**config.mk**
```make
export PLATFORM = sky130hd
export DESIGN_NAME = clock_mode_ctrl
export DESIGN_NICKNAME = d
export VERILOG_FILES = /design/src/design/clk_ctrl_pkg.sv /design/src/design/startup_if.sv /design/src/design/startup_timer.sv /design/src/design/clock_mode_ctrl.sv
export SDC_FILE = /design/constraint.sdc
export NUM_CORES = 1
export LEC_CHECK = 0
export BUFFER_PORTS_ARGS = -buffer_cell sky130_fd_sc_hd__buf_2
export CAP_MARGIN = 20
export CORE_ASPECT_RATIO = 1.75
export CORE_UTILIZATION = 57
export DETAILED_ROUTE_END_ITERATION = 8
export PLACE_DENSITY = 0.8
export RECOVER_POWER = 50
export SYNTH_ARGS = -nofsm -noshare
export SYNTH_HDL_FRONTEND = slang
export SYNTH_HIERARCHICAL = 1
export SYNTH_SLANG_ARGS = --single-unit
```
**constraint.sdc**
```tcl
create_clock -name core_clk_i -period 2.8 [get_ports core_clk_i]
set_input_delay 0.42 -clock core_clk_i [delete_from_list [all_inputs] [get_ports core_clk_i]]
set_output_delay 0.42 -clock core_clk_i [all_outputs]
set_load 0.005 [all_outputs]
```
**src/design/clk_ctrl_pkg.sv**
```systemverilog
// constants, types and decode helpers for the power-mode clock controller
// assumes a 20 MHz core clock; used by the start-up timer and mode controller design files
package clk_ctrl_pkg;
  // timing figures and derived cycle counts
  localparam int CLK_MHZ = 20; // core clock rate in MHz
  localparam int POWERUP_TIMER_US = 64; // power-up timer delay in us
  localparam int CPU_READY_DELAY_US = 2; // cpu-ready delay in us
  localparam int PLL_LOCK_US = 2000; // pll lock wait in us
  localparam int POWERUP_TIMER_CYC = POWERUP_TIMER_US * CLK_MHZ;
  localparam int CPU_READY_DELAY_CYC = CPU_READY_DELAY_US * CLK_MHZ;
  localparam int PLL_LOCK_CYC = PLL_LOCK_US * CLK_MHZ;
  localparam int OST_TICKS = 1024; // crystal cycles counted before release
  localparam int CNT_W = 16;
  localparam int OST_W = 11;
  // register byte offsets
  localparam logic [3:0] CTRL_OFS = 4'h0;
  localparam logic [3:0] CFG_OFS = 4'h4;
  localparam logic [3:0] CMD_OFS = 4'h8;
  localparam logic [3:0] STAT_OFS = 4'hc;
  // control register fields
  localparam int CTRL_W = 8;
  localparam int IDLE_BIT = 0;
  localparam int SEL_LSB = 1;
  localparam int FREQ_LSB = 3;
  localparam int SRC_BIT = 6;
  localparam int MID_BIT = 7;
  localparam logic [CTRL_W-1:0] CTRL_RST = 8'h18;
  // configuration register fields
  localparam int CFG_W = 9;
  localparam int PRIMARY_OSC_CONFIG_LSB = 0;
  localparam int POWERUP_TIMER_ENABLE_N_N_BIT = 4;
  localparam int FAST_BIT = 5;
  localparam int PLL_BIT = 6;
  localparam int WDT_BIT = 7;
  localparam int TMR_BIT = 8;
  localparam logic [CFG_W-1:0] CFG_RST = 9'h002;
  // command register bits
  localparam int SLEEP_CMD_BIT = 0;
  localparam int RESTART_CMD_BIT = 1;
  // status register fields
  localparam int ST_HF = 0;
  localparam int ST_MF = 1;
  localparam int ST_LF = 2;
  localparam int ST_STARTUP_COMPLETE_FLAG = 3;
  localparam int ST_SEL_OK = 4;
  localparam int ST_HOLD = 5;
  localparam int ST_MODE_LSB = 6;
  // primary oscillator configuration codes
  localparam logic [3:0] LP_XTAL = 4'h0;
  localparam logic [3:0] STD_XTAL = 4'h1;
  localparam logic [3:0] HS_XTAL = 4'h2;
  localparam logic [3:0] EXT_CLK = 4'h3;
  localparam logic [3:0] INT_OSC = 4'h4;
  localparam logic [3:0] RC_OSC = 4'h5;
  // clock select codes
  localparam logic [1:0] SEL_PRIMARY = 2'h0;
  localparam logic [1:0] SEL_SECONDARY = 2'h1;

  typedef enum logic [2:0] {M_PRIMARY_RUN_MODE, M_SECONDARY_RUN_MODE, M_INT_RUN, M_PRIMARY_IDLE_MODE, M_SECONDARY_IDLE_MODE, M_INT_IDLE,
                            M_SLEEP, M_WAKE} mode_t;
  typedef enum logic [1:0] {INT_LF, INT_MF, INT_HF} int_osc_t;
  typedef enum logic [1:0] {SRC_PRIMARY, SRC_SECONDARY, SRC_INTERNAL, SRC_NONE} clk_src_t;

  // internal oscillator chosen by frequency field, source bit and mid select
  function automatic int_osc_t int_osc_pick(input logic [2:0] freq, input logic src, input logic mid);
    int_osc_t pick;
    if (freq == 3'h0 && !src) pick = INT_LF;
    else if (freq <= 3'h2) pick = mid ? INT_MF : INT_HF;
    else pick = INT_HF;
    return pick;
  endfunction : int_osc_pick
endpackage : clk_ctrl_pkg

```
**src/design/startup_if.sv**
```systemverilog
// signals between the mode controller and the start-up timer
// assumes both ends run on the core clock
`timescale 1ns/1ps
`default_nettype none
interface startup_if;
  logic start_full; // pulse: run all configured power-up delays
  logic start_wake; // pulse: run only the cpu-ready delay
  logic crystal; // crystal mode, count oscillator cycles
  logic pll_on; // pll lock wait after the count
  logic powerup_timer_on; // power-up timer in use
  logic hf_wait; // wait for high-frequency oscillator stable
  logic prim_tick; // one pulse per primary oscillator cycle
  logic hf_ready; // high-frequency oscillator stable
  logic busy; // some delay still running
  modport seq (input start_full, start_wake, crystal, pll_on, powerup_timer_on, hf_wait, prim_tick, hf_ready,
               output busy);
  modport ctrl (output start_full, start_wake, crystal, pll_on, powerup_timer_on, hf_wait, prim_tick, hf_ready,
                input busy);
endinterface : startup_if
`default_nettype wire

```
**src/design/startup_timer.sv**
```systemverilog
// power-up delay timers: power-up, oscillator start-up and cpu-ready side by side, pll lock after the start-up count
// assumes start pulses and synchronised ticks from the mode controller on the same clock
`timescale 1ns/1ps
`default_nettype none
module startup_timer #(
  parameter int PLL_CYC = clk_ctrl_pkg::PLL_LOCK_CYC // pll lock wait in cycles
) (
  input wire logic core_clk_i, // core clock
  input wire logic rst_b_i, // synchronous reset, active low
  startup_if.seq su // start requests and busy answer
);
  import clk_ctrl_pkg::*;

  logic [CNT_W-1:0] powerup_timer_r;
  logic [CNT_W-1:0] cpu_ready_delay_r;
  logic [CNT_W-1:0] pll_r;
  logic [OST_W-1:0] ost_r;
  logic pll_wait_r;
  logic hf_wait_r;

  // power-up timer, loaded only when enabled by the active-low bit
  always_ff @(posedge core_clk_i) begin
    if (!rst_b_i) powerup_timer_r <= '0;
    else if (su.start_full) powerup_timer_r <= su.powerup_timer_on ? CNT_W'(POWERUP_TIMER_CYC) : '0;
    else if (powerup_timer_r != '0) powerup_timer_r <= powerup_timer_r - 1'b1;
  end

  // oscillator start-up count on crystal cycles
  always_ff @(posedge core_clk_i) begin
    if (!rst_b_i) ost_r <= '0;
    else if (su.start_full) ost_r <= su.crystal ? OST_W'(OST_TICKS) : '0;
    else if (ost_r != '0 && su.prim_tick) ost_r <= ost_r - 1'b1;
  end

  // pll lock wait begins once the start-up count has ended
  always_ff @(posedge core_clk_i) begin
    if (!rst_b_i) begin
      pll_wait_r <= 1'b0;
      pll_r <= '0;
    end else if (su.start_full) begin
      pll_wait_r <= su.pll_on;
      pll_r <= '0;
    end else if (pll_wait_r && ost_r == '0) begin
      pll_wait_r <= 1'b0;
      pll_r <= CNT_W'(PLL_CYC);
    end else if (pll_r != '0) pll_r <= pll_r - 1'b1;
  end

  // cpu-ready delay, concurrent with the others and rerun on wake
  always_ff @(posedge core_clk_i) begin
    if (!rst_b_i) cpu_ready_delay_r <= '0;
    else if (su.start_full || su.start_wake) cpu_ready_delay_r <= CNT_W'(CPU_READY_DELAY_CYC);
    else if (cpu_ready_delay_r != '0) cpu_ready_delay_r <= cpu_ready_delay_r - 1'b1;
  end

  // hold until the high-frequency oscillator reports stable
  always_ff @(posedge core_clk_i) begin
    if (!rst_b_i) hf_wait_r <= 1'b0;
    else if (su.start_full) hf_wait_r <= su.hf_wait;
    else if (su.hf_ready) hf_wait_r <= 1'b0;
  end

  assign su.busy = powerup_timer_r != '0 || ost_r != '0 || pll_r != '0 || cpu_ready_delay_r != '0 || pll_wait_r || hf_wait_r;
endmodule : startup_timer
`default_nettype wire

```
**src/design/clock_mode_ctrl.sv**
```systemverilog
// power-mode clock control: oscillator enables, clock gating, reset hold and an avalon-mm register slave
// assumes an avalon-mm master on core_clk_i; oscillator ready, clock pin and wake inputs are asynchronous
// Notes on behaviour
// - primary idle keeps primary oscillator running
// - secondary, internal and sleep modes stop the primary oscillator
// - secondary modes clock from secondary oscillator
// - internal modes clock from internal oscillator
// - low-frequency direct clock disables high/mid outputs
// - sleep stops every clock source but a watchdog-held low-frequency oscillator
// - watchdog keeps low-frequency oscillator running
// - power-up timer only when enable bit zero
// - crystal modes wait 1024 oscillator cycles
// - pll adds 2 ms after start-up count
// - cpu-ready delay runs alongside other delays
// - fast-start bit skips high-frequency stable wait
// - frequency field and bits pick internal oscillator
// - stable flag per internal oscillator readable
// - primary idle stops cpu, peripherals keep clock
// - wake runs cpu after cpu-ready delay
// - wake leaves idle and select bits unchanged
`timescale 1ns/1ps
`default_nettype none
module clock_mode_ctrl #(
  parameter int PLL_CYC = clk_ctrl_pkg::PLL_LOCK_CYC // pll lock wait in cycles
) (
  input wire logic core_clk_i, // 20 MHz core clock
  input wire logic rst_b_i, // synchronous power-on reset, active low
  input wire logic [3:0] avs_address_i, // byte address
  input wire logic avs_read_i, // read request
  input wire logic avs_write_i, // write request
  input wire logic [31:0] avs_writedata_i, // write data
  output logic [31:0] avs_readdata_o, // read data
  output logic avs_waitrequest_o, // stall the master
  input wire logic prim_osc_i, // primary oscillator clock pin
  input wire logic hf_ready_i, // high-frequency oscillator stable
  input wire logic mf_ready_i, // mid-frequency oscillator stable
  input wire logic lf_ready_i, // low-frequency oscillator stable
  input wire logic wake_i, // wake event
  output logic primary_osc_en_o, // primary oscillator enable
  output logic secondary_osc_en_o, // secondary oscillator enable
  output logic hf_osc_en_o, // high-frequency internal enable
  output logic mf_osc_en_o, // mid-frequency internal enable
  output logic lf_osc_en_o, // low-frequency internal enable
  output var clk_ctrl_pkg::clk_src_t sys_clk_src_o, // system clock mux select
  output var clk_ctrl_pkg::int_osc_t int_osc_sel_o, // internal oscillator in use
  output logic [2:0] int_freq_o, // internal postscaler setting
  output logic cpu_clk_en_o, // cpu clock gate
  output logic periph_clk_en_o, // peripheral clock gate
  output logic cpu_rst_b_o, // cpu reset, active low
  output logic periph_rst_b_o // peripheral reset, active low
);
  import clk_ctrl_pkg::*;

  logic [4:0] meta_r;
  logic [4:0] sync_r;
  logic prim_d_r;
  logic wake_d_r;
  logic prim_tick;
  logic wake_edge;
  logic wait_r;
  logic req;
  logic commit_wr;
  logic [CTRL_W-1:0] ctrl_r;
  logic [CFG_W-1:0] cfg_r;
  logic started_r;
  logic startup_r;
  logic startup_complete_flag_r;
  logic sleep_go;
  logic restart_go;
  mode_t mode_r;
  logic idle_bit;
  logic [1:0] sel;
  logic [2:0] freq;
  logic [3:0] primary_osc_config;
  int_osc_t isel;
  logic pin_cfg;
  logic prim_side;
  logic sec_side;
  logic int_act;
  logic run_mode;
  logic hold;
  logic [8:0] status;

  startup_if su ();

  startup_timer #(.PLL_CYC(PLL_CYC)) u_timer (
    .core_clk_i(core_clk_i),
    .rst_b_i(rst_b_i),
    .su(su)
  );

  // run mode for a clock select value
  function automatic mode_t run_of(input logic [1:0] s);
    return s[1] ? M_INT_RUN : (s == SEL_SECONDARY ? M_SECONDARY_RUN_MODE : M_PRIMARY_RUN_MODE);
  endfunction : run_of

  // idle mode for a clock select value
  function automatic mode_t idle_of(input logic [1:0] s);
    return s[1] ? M_INT_IDLE : (s == SEL_SECONDARY ? M_SECONDARY_IDLE_MODE : M_PRIMARY_IDLE_MODE);
  endfunction : idle_of

  // two-stage synchronisers for pin and oscillator inputs
  always_ff @(posedge core_clk_i) begin
    if (!rst_b_i) begin
      meta_r <= '0;
      sync_r <= '0;
      prim_d_r <= 1'b0;
      wake_d_r <= 1'b0;
    end else begin
      meta_r <= {wake_i, lf_ready_i, mf_ready_i, hf_ready_i, prim_osc_i};
      sync_r <= meta_r;
      prim_d_r <= sync_r[0];
      wake_d_r <= sync_r[4];
    end
  end

  assign prim_tick = sync_r[0] && !prim_d_r;
  assign wake_edge = sync_r[4] && !wake_d_r;

  // field views
  assign idle_bit = ctrl_r[IDLE_BIT];
  assign sel = ctrl_r[SEL_LSB +: 2];
  assign freq = ctrl_r[FREQ_LSB +: 3];
  assign primary_osc_config = cfg_r[PRIMARY_OSC_CONFIG_LSB +: 4];
  assign isel = int_osc_pick(freq, ctrl_r[SRC_BIT], ctrl_r[MID_BIT]);
  assign pin_cfg = primary_osc_config != INT_OSC;

  // bus handshake: one wait cycle, then the access completes
  assign req = avs_read_i || avs_write_i;
  assign commit_wr = avs_write_i && !wait_r;
  assign sleep_go = commit_wr && avs_address_i == CMD_OFS && avs_writedata_i[SLEEP_CMD_BIT];
  assign restart_go = commit_wr && avs_address_i == CMD_OFS && avs_writedata_i[RESTART_CMD_BIT];

  always_ff @(posedge core_clk_i) begin
    if (!rst_b_i) wait_r <= 1'b1;
    else wait_r <= !(req && wait_r);
  end

  // read data captured in the wait cycle; unmapped and command read as zero
  always_ff @(posedge core_clk_i) begin
    if (!rst_b_i) avs_readdata_o <= '0;
    else if (avs_read_i && wait_r) begin
      unique case (avs_address_i)
        CTRL_OFS: avs_readdata_o <= {24'h0, ctrl_r};
        CFG_OFS: avs_readdata_o <= {23'h0, cfg_r};
        STAT_OFS: avs_readdata_o <= {23'h0, status};
        default: avs_readdata_o <= '0;
      endcase
    end
  end

  // writable control and configuration; wake never touches them
  always_ff @(posedge core_clk_i) begin
    if (!rst_b_i) begin
      ctrl_r <= CTRL_RST;
      cfg_r <= CFG_RST;
    end else if (commit_wr) begin
      if (avs_address_i == CTRL_OFS) ctrl_r <= avs_writedata_i[CTRL_W-1:0];
      if (avs_address_i == CFG_OFS) cfg_r <= avs_writedata_i[CFG_W-1:0];
    end
  end

  // start-up request after reset release or on software restart
  assign su.start_full = !started_r || restart_go;
  assign su.start_wake = wake_edge && mode_r inside {M_PRIMARY_IDLE_MODE, M_SECONDARY_IDLE_MODE, M_INT_IDLE, M_SLEEP};
  assign su.crystal = primary_osc_config <= HS_XTAL;
  assign su.pll_on = cfg_r[PLL_BIT] && primary_osc_config <= EXT_CLK;
  assign su.powerup_timer_on = !cfg_r[POWERUP_TIMER_ENABLE_N_N_BIT];
  assign su.hf_wait = primary_osc_config == INT_OSC && !cfg_r[FAST_BIT];
  assign su.prim_tick = prim_tick;
  assign su.hf_ready = sync_r[1];

  always_ff @(posedge core_clk_i) begin
    if (!rst_b_i) started_r <= 1'b0;
    else started_r <= 1'b1;
  end

  // start-up phase stays open while any delay runs
  always_ff @(posedge core_clk_i) begin
    if (!rst_b_i) startup_r <= 1'b0;
    else if (su.start_full) startup_r <= 1'b1;
    else if (!su.busy) startup_r <= 1'b0;
  end

  assign hold = startup_r || su.start_full;

  // power mode sequencing
  always_ff @(posedge core_clk_i) begin
    if (!rst_b_i) mode_r <= M_PRIMARY_RUN_MODE;
    else begin
      unique case (mode_r)
        M_PRIMARY_RUN_MODE, M_SECONDARY_RUN_MODE, M_INT_RUN: begin
          if (sleep_go) mode_r <= idle_bit ? idle_of(sel) : M_SLEEP;
          else if (!su.busy) mode_r <= run_of(sel);
        end
        M_PRIMARY_IDLE_MODE, M_SECONDARY_IDLE_MODE, M_INT_IDLE, M_SLEEP: begin
          if (wake_edge) mode_r <= M_WAKE;
        end
        M_WAKE: begin
          if (!su.busy) mode_r <= run_of(sel);
        end
        default: mode_r <= M_PRIMARY_RUN_MODE;
      endcase
    end
  end

  // start-up complete flag: set on primary, kept through primary idle and wake
  always_ff @(posedge core_clk_i) begin
    if (!rst_b_i) startup_complete_flag_r <= 1'b0;
    else if (mode_r inside {M_SECONDARY_RUN_MODE, M_SECONDARY_IDLE_MODE, M_INT_RUN, M_INT_IDLE, M_SLEEP}) startup_complete_flag_r <= 1'b0;
    else if (mode_r == M_PRIMARY_RUN_MODE && !su.busy) startup_complete_flag_r <= 1'b1;
  end

  // which source family the current mode uses
  assign prim_side = mode_r inside {M_PRIMARY_RUN_MODE, M_PRIMARY_IDLE_MODE} || (mode_r == M_WAKE && sel == SEL_PRIMARY);
  assign sec_side = mode_r inside {M_SECONDARY_RUN_MODE, M_SECONDARY_IDLE_MODE} || (mode_r == M_WAKE && sel == SEL_SECONDARY);
  assign int_act = mode_r inside {M_INT_RUN, M_INT_IDLE} || (mode_r == M_WAKE && sel[1]) || (prim_side && !pin_cfg);
  assign run_mode = mode_r inside {M_PRIMARY_RUN_MODE, M_SECONDARY_RUN_MODE, M_INT_RUN};

  // oscillator enables
  always_ff @(posedge core_clk_i) begin
    if (!rst_b_i) begin
      primary_osc_en_o <= 1'b0;
      secondary_osc_en_o <= 1'b0;
      hf_osc_en_o <= 1'b0;
      mf_osc_en_o <= 1'b0;
      lf_osc_en_o <= 1'b0;
    end else begin
      primary_osc_en_o <= prim_side && pin_cfg;
      secondary_osc_en_o <= sec_side || (cfg_r[TMR_BIT] && mode_r != M_SLEEP);
      hf_osc_en_o <= int_act && isel == INT_HF;
      mf_osc_en_o <= int_act && isel == INT_MF;
      lf_osc_en_o <= (int_act && isel == INT_LF) || cfg_r[WDT_BIT];
    end
  end

  // system clock source and internal settings
  always_ff @(posedge core_clk_i) begin
    if (!rst_b_i) begin
      sys_clk_src_o <= SRC_PRIMARY;
      int_osc_sel_o <= INT_HF;
      int_freq_o <= '0;
    end else begin
      if (mode_r == M_SLEEP) sys_clk_src_o <= SRC_NONE;
      else if (prim_side) sys_clk_src_o <= pin_cfg ? SRC_PRIMARY : SRC_INTERNAL;
      else if (sec_side) sys_clk_src_o <= SRC_SECONDARY;
      else sys_clk_src_o <= SRC_INTERNAL;
      int_osc_sel_o <= isel;
      int_freq_o <= freq;
    end
  end

  // clock gating and reset hold
  always_ff @(posedge core_clk_i) begin
    if (!rst_b_i) begin
      cpu_clk_en_o <= 1'b0;
      periph_clk_en_o <= 1'b0;
      cpu_rst_b_o <= 1'b0;
      periph_rst_b_o <= 1'b0;
    end else begin
      cpu_clk_en_o <= !hold && run_mode && !su.busy;
      periph_clk_en_o <= !hold && mode_r != M_SLEEP;
      cpu_rst_b_o <= !hold;
      periph_rst_b_o <= !hold;
    end
  end

  // readable status, stable flags qualified by the enable
  assign status = {mode_r, su.busy,
                   (isel == INT_HF ? sync_r[1] && hf_osc_en_o :
                    isel == INT_MF ? sync_r[2] && mf_osc_en_o : sync_r[3] && lf_osc_en_o),
                   startup_complete_flag_r, sync_r[3] && lf_osc_en_o, sync_r[2] && mf_osc_en_o, sync_r[1] && hf_osc_en_o};

  assign avs_waitrequest_o = wait_r;
endmodule : clock_mode_ctrl
`default_nettype wire

```
==> impl_metrics.json <==
{
  "crit_type": "flop to flop",
  "drt_iter0_drc": 296,
  "ys_top_cells_by_area": "dfxtp_1 41%, mux2i_1 6.2%, a21oi_1 3.8%",
  "die_h_um": 137,
  "hold_path.class": "input pin to flop",
  "async_flop_share_pct": 0,
  "status": "complete, no violations",
  "grt_util_all_layers_pct": 28.0,
  "fin_tns_setup_ps": 0,
  "synth_top_area_share_pct": 40.8,
  "ys_seq_elements": 121,
  "clock_sinks": 121,
  "fin_nets": 786,
  "cts_tree": "built",
  "drt-vias-per-instance": 6.12,
  "ys_top_cells_by_count": "121 x dfxtp_1, 58 x nor2_1, 45 x a21oi_1, 41 x nand2_1, 37 x mux2i_1",
  "start_util_pct": 58.4,
  "required_ps": 3150,
  "grt_pass1_wl_mm": 23.6,
  "drive_above_1_share_pct": 13.9,
  "row_count": 49,
  "route.detailed.drc": 0,
  "holdPathStages": 2,
  "post_cts_buffers": 0,
  "synth_warnings": 6,
  "synth.most_common_cell": "dfxtp_1",
  "gp_congestion": 0.939,
  "die_x_um": 79.2,
  "worstPathArrival_ps": 3060,
  "hold_buffers": 0,
  "core_area_um2": 10200,
  "grt_pass1_vias": 5226,
  "crit_path_start_kind": "flop",
  "area.growth.synth_to_final_pct": 14.1,
  "avgSynthCellArea_um2": 8.64,
  "yosysSeqAreaShare_pct": 40.8,
  "path_clk_slew_ps": 60,
  "layout_worst_path_cycle_share_pct": 97.1,
  "r2r_slack_ps": 80,
  "fin_crit_ps": 2720,
  "worst_slew_pin_slew_ps": 1310,
  "setup_viol": 0,
  "antenna_left": 0,
  "num_vias": 5349,
  "clockBufferDepth": 2,
  "min-delay-start": "wake_i",
  "clockRootBuffer": "clkbuf_16",
  "max_freq_mhz": 368,
  "dr.pass1.iters": 5,
  "io_buffers": 47,
  "synth_top_area_cell": "dfxtp_1",
  "cts_resized": 0,
  "netlist_instances": 688,
  "reg2regPathDepth": 9,
  "htree_levels": 4,
  "rr_endpoint": "mode_r[0]",
  "yosys_most_used_dff": "dfxtp_1",
  "fillers": 862,
  "relSlewSlack_pct": 11.5,
  "die_area_um2": 10900,
  "p_leak_nw": 2.66,
  "skew_ps": 8.40,
  "cap_violations": 0,
  "worst-path-max-fanout": 8,
  "totalWireLength_mm": 14.5,
  "power.density_cell_area_nw_per_um2": 964,
  "wl_per_cell_um": 16.6,
  "fin_cells": 874,
  "reg2reg_from": "u_timer/powerup_timer_r[8]",
  "hold_viol": 0,
  "place_inst": 842,
  "io_pins": 94,
  "hpwl_mm": 10.3,
  "end_kind": "flop",
  "synth_area_um2": 5940,
  "synth_cell_types": 63,
  "grt_max_degree": 31,
  "final_max_slew_viol_count": 0,
  "clk_latency_ps": 420,
  "antenna_found_initial": 0,
  "synth_edf_count": 0,
  "grt.overflow.total": 0,
  "vdd_ir_drop_max_mv": 0.619,
  "n_antenna_cell": 0,
  "cts_buffers": 17,
  "hold_end": "meta_r[4]"
}
## area by class of cell
| class | instances | area [µm²] | area share [%] |
|---|---|---|---|
| clock buffer | 20 | 467 | 6.88 |
| clock inverter | 12 | 92.6 | 1.37 |
| inverter | 26 | 97.6 | 1.44 |
| multi-input combinational | 503 | 3200 | 47.1 |
| sequential | 121 | 2420 | 35.7 |
| tap | 127 | 159 | 2.34 |
| timing repair buffer | 65 | 348 | 5.13 |
## sequential cells by signal, summed over array words and instances, names as in the netlist, 2 cells and up
signal	flops
avs_readdata_o	9
cfg_r	9
ctrl_r	8
int_freq_o	3
int_osc_sel_o	2
meta_r	5
mode_r	3
sync_r	5
sys_clk_src_o	2
u_timer/cpu_ready_delay_r	16
u_timer/ost_r	11
u_timer/pll_r	16
u_timer/powerup_timer_r	16
## critical path, cell delays in order, from the launching register on
cell,delay (ps)
dfxtp_1,360
or4_4,580
or3_1,370
nor3_2,250
nand4_1,150
buf_4,200
nor3b_1,240
a21oi_1,90
mux2_2,280
a21oi_1,130
## where the power goes
part	switching (mW)	internal (mW)	total (mW)	leakage [nW]
clock	0.819	1.21	2.03	0.265
combinational	1.38	0.980	2.36	1.40
sequential	0.232	1.92	2.15	0.986
total	2.43	4.11	6.54	2.66
## logic make-up after synthesis
kind of cell / share of synthesized area, %
DFF: 40.8
other: 0.0631
buffers and inverters: 7.12
muxes: 6.61
adders and majority gates: 1.47
xor gates and xnor gates: 0.884
and+or+nand+nor: 25.6
AOI/OAI and AO/OA: 17.5
## layer usage
layer | GRT usage, % | routed length (µm) | vias up
met5 | 0 | 0 | -
met4 | 16.9 | 573 | 0
met3 | 5.67 | 558 | 50
met2 | 53.9 | 8200 | 166
met1 | 26.3 | 5140 | 2561
li1 | - | - | 2572
## cell usage in the layout (no fill, tap or decap), types with 17 or more instances in the layout
cell / n
dfxtp_1: 121
a21oi_1: 45
nor3_1: 25
nor2_1: 58
inv_1: 26
nand2_1: 41
mux2i_1: 37
clkbuf_16: 17
or4_1: 18
buf_2: 35
and2_1: 17
o21ai_0: 23
conb_1: 23
## worst max-delay path by stage
stage	startpoint	endpoint	slack, ps	cells past startpoint
floorplan	u_timer/powerup_timer_r[8]	mode_r[0]	190	10
CTS	u_timer/powerup_timer_r[8]	mode_r[0]	70	9
global placement	u_timer/powerup_timer_r[8]	mode_r[0]	220	9
detailed placement	u_timer/powerup_timer_r[8]	mode_r[0]	170	9
global route	u_timer/powerup_timer_r[8]	mode_r[0]	-90	9
finish	u_timer/powerup_timer_r[8]	mode_r[0]	80	9
## per-stage QoR
stage                     worst slack, ps  util [%]  total power [mW]  area, µm²  hold slack, ps
final                                82.3      66.6              6.54       6780             209
after global routing                -86.2      66.6              6.92       6780             210
after CTS                            67.0      66.7              6.52       6790             202
after detailed placement              173      61.2              4.47       6230             419
after global placement                223      61.2              4.37       6230             414
after floorplan                       193         -              3.87       6030             412
Power figures use the tool's default switching activity.
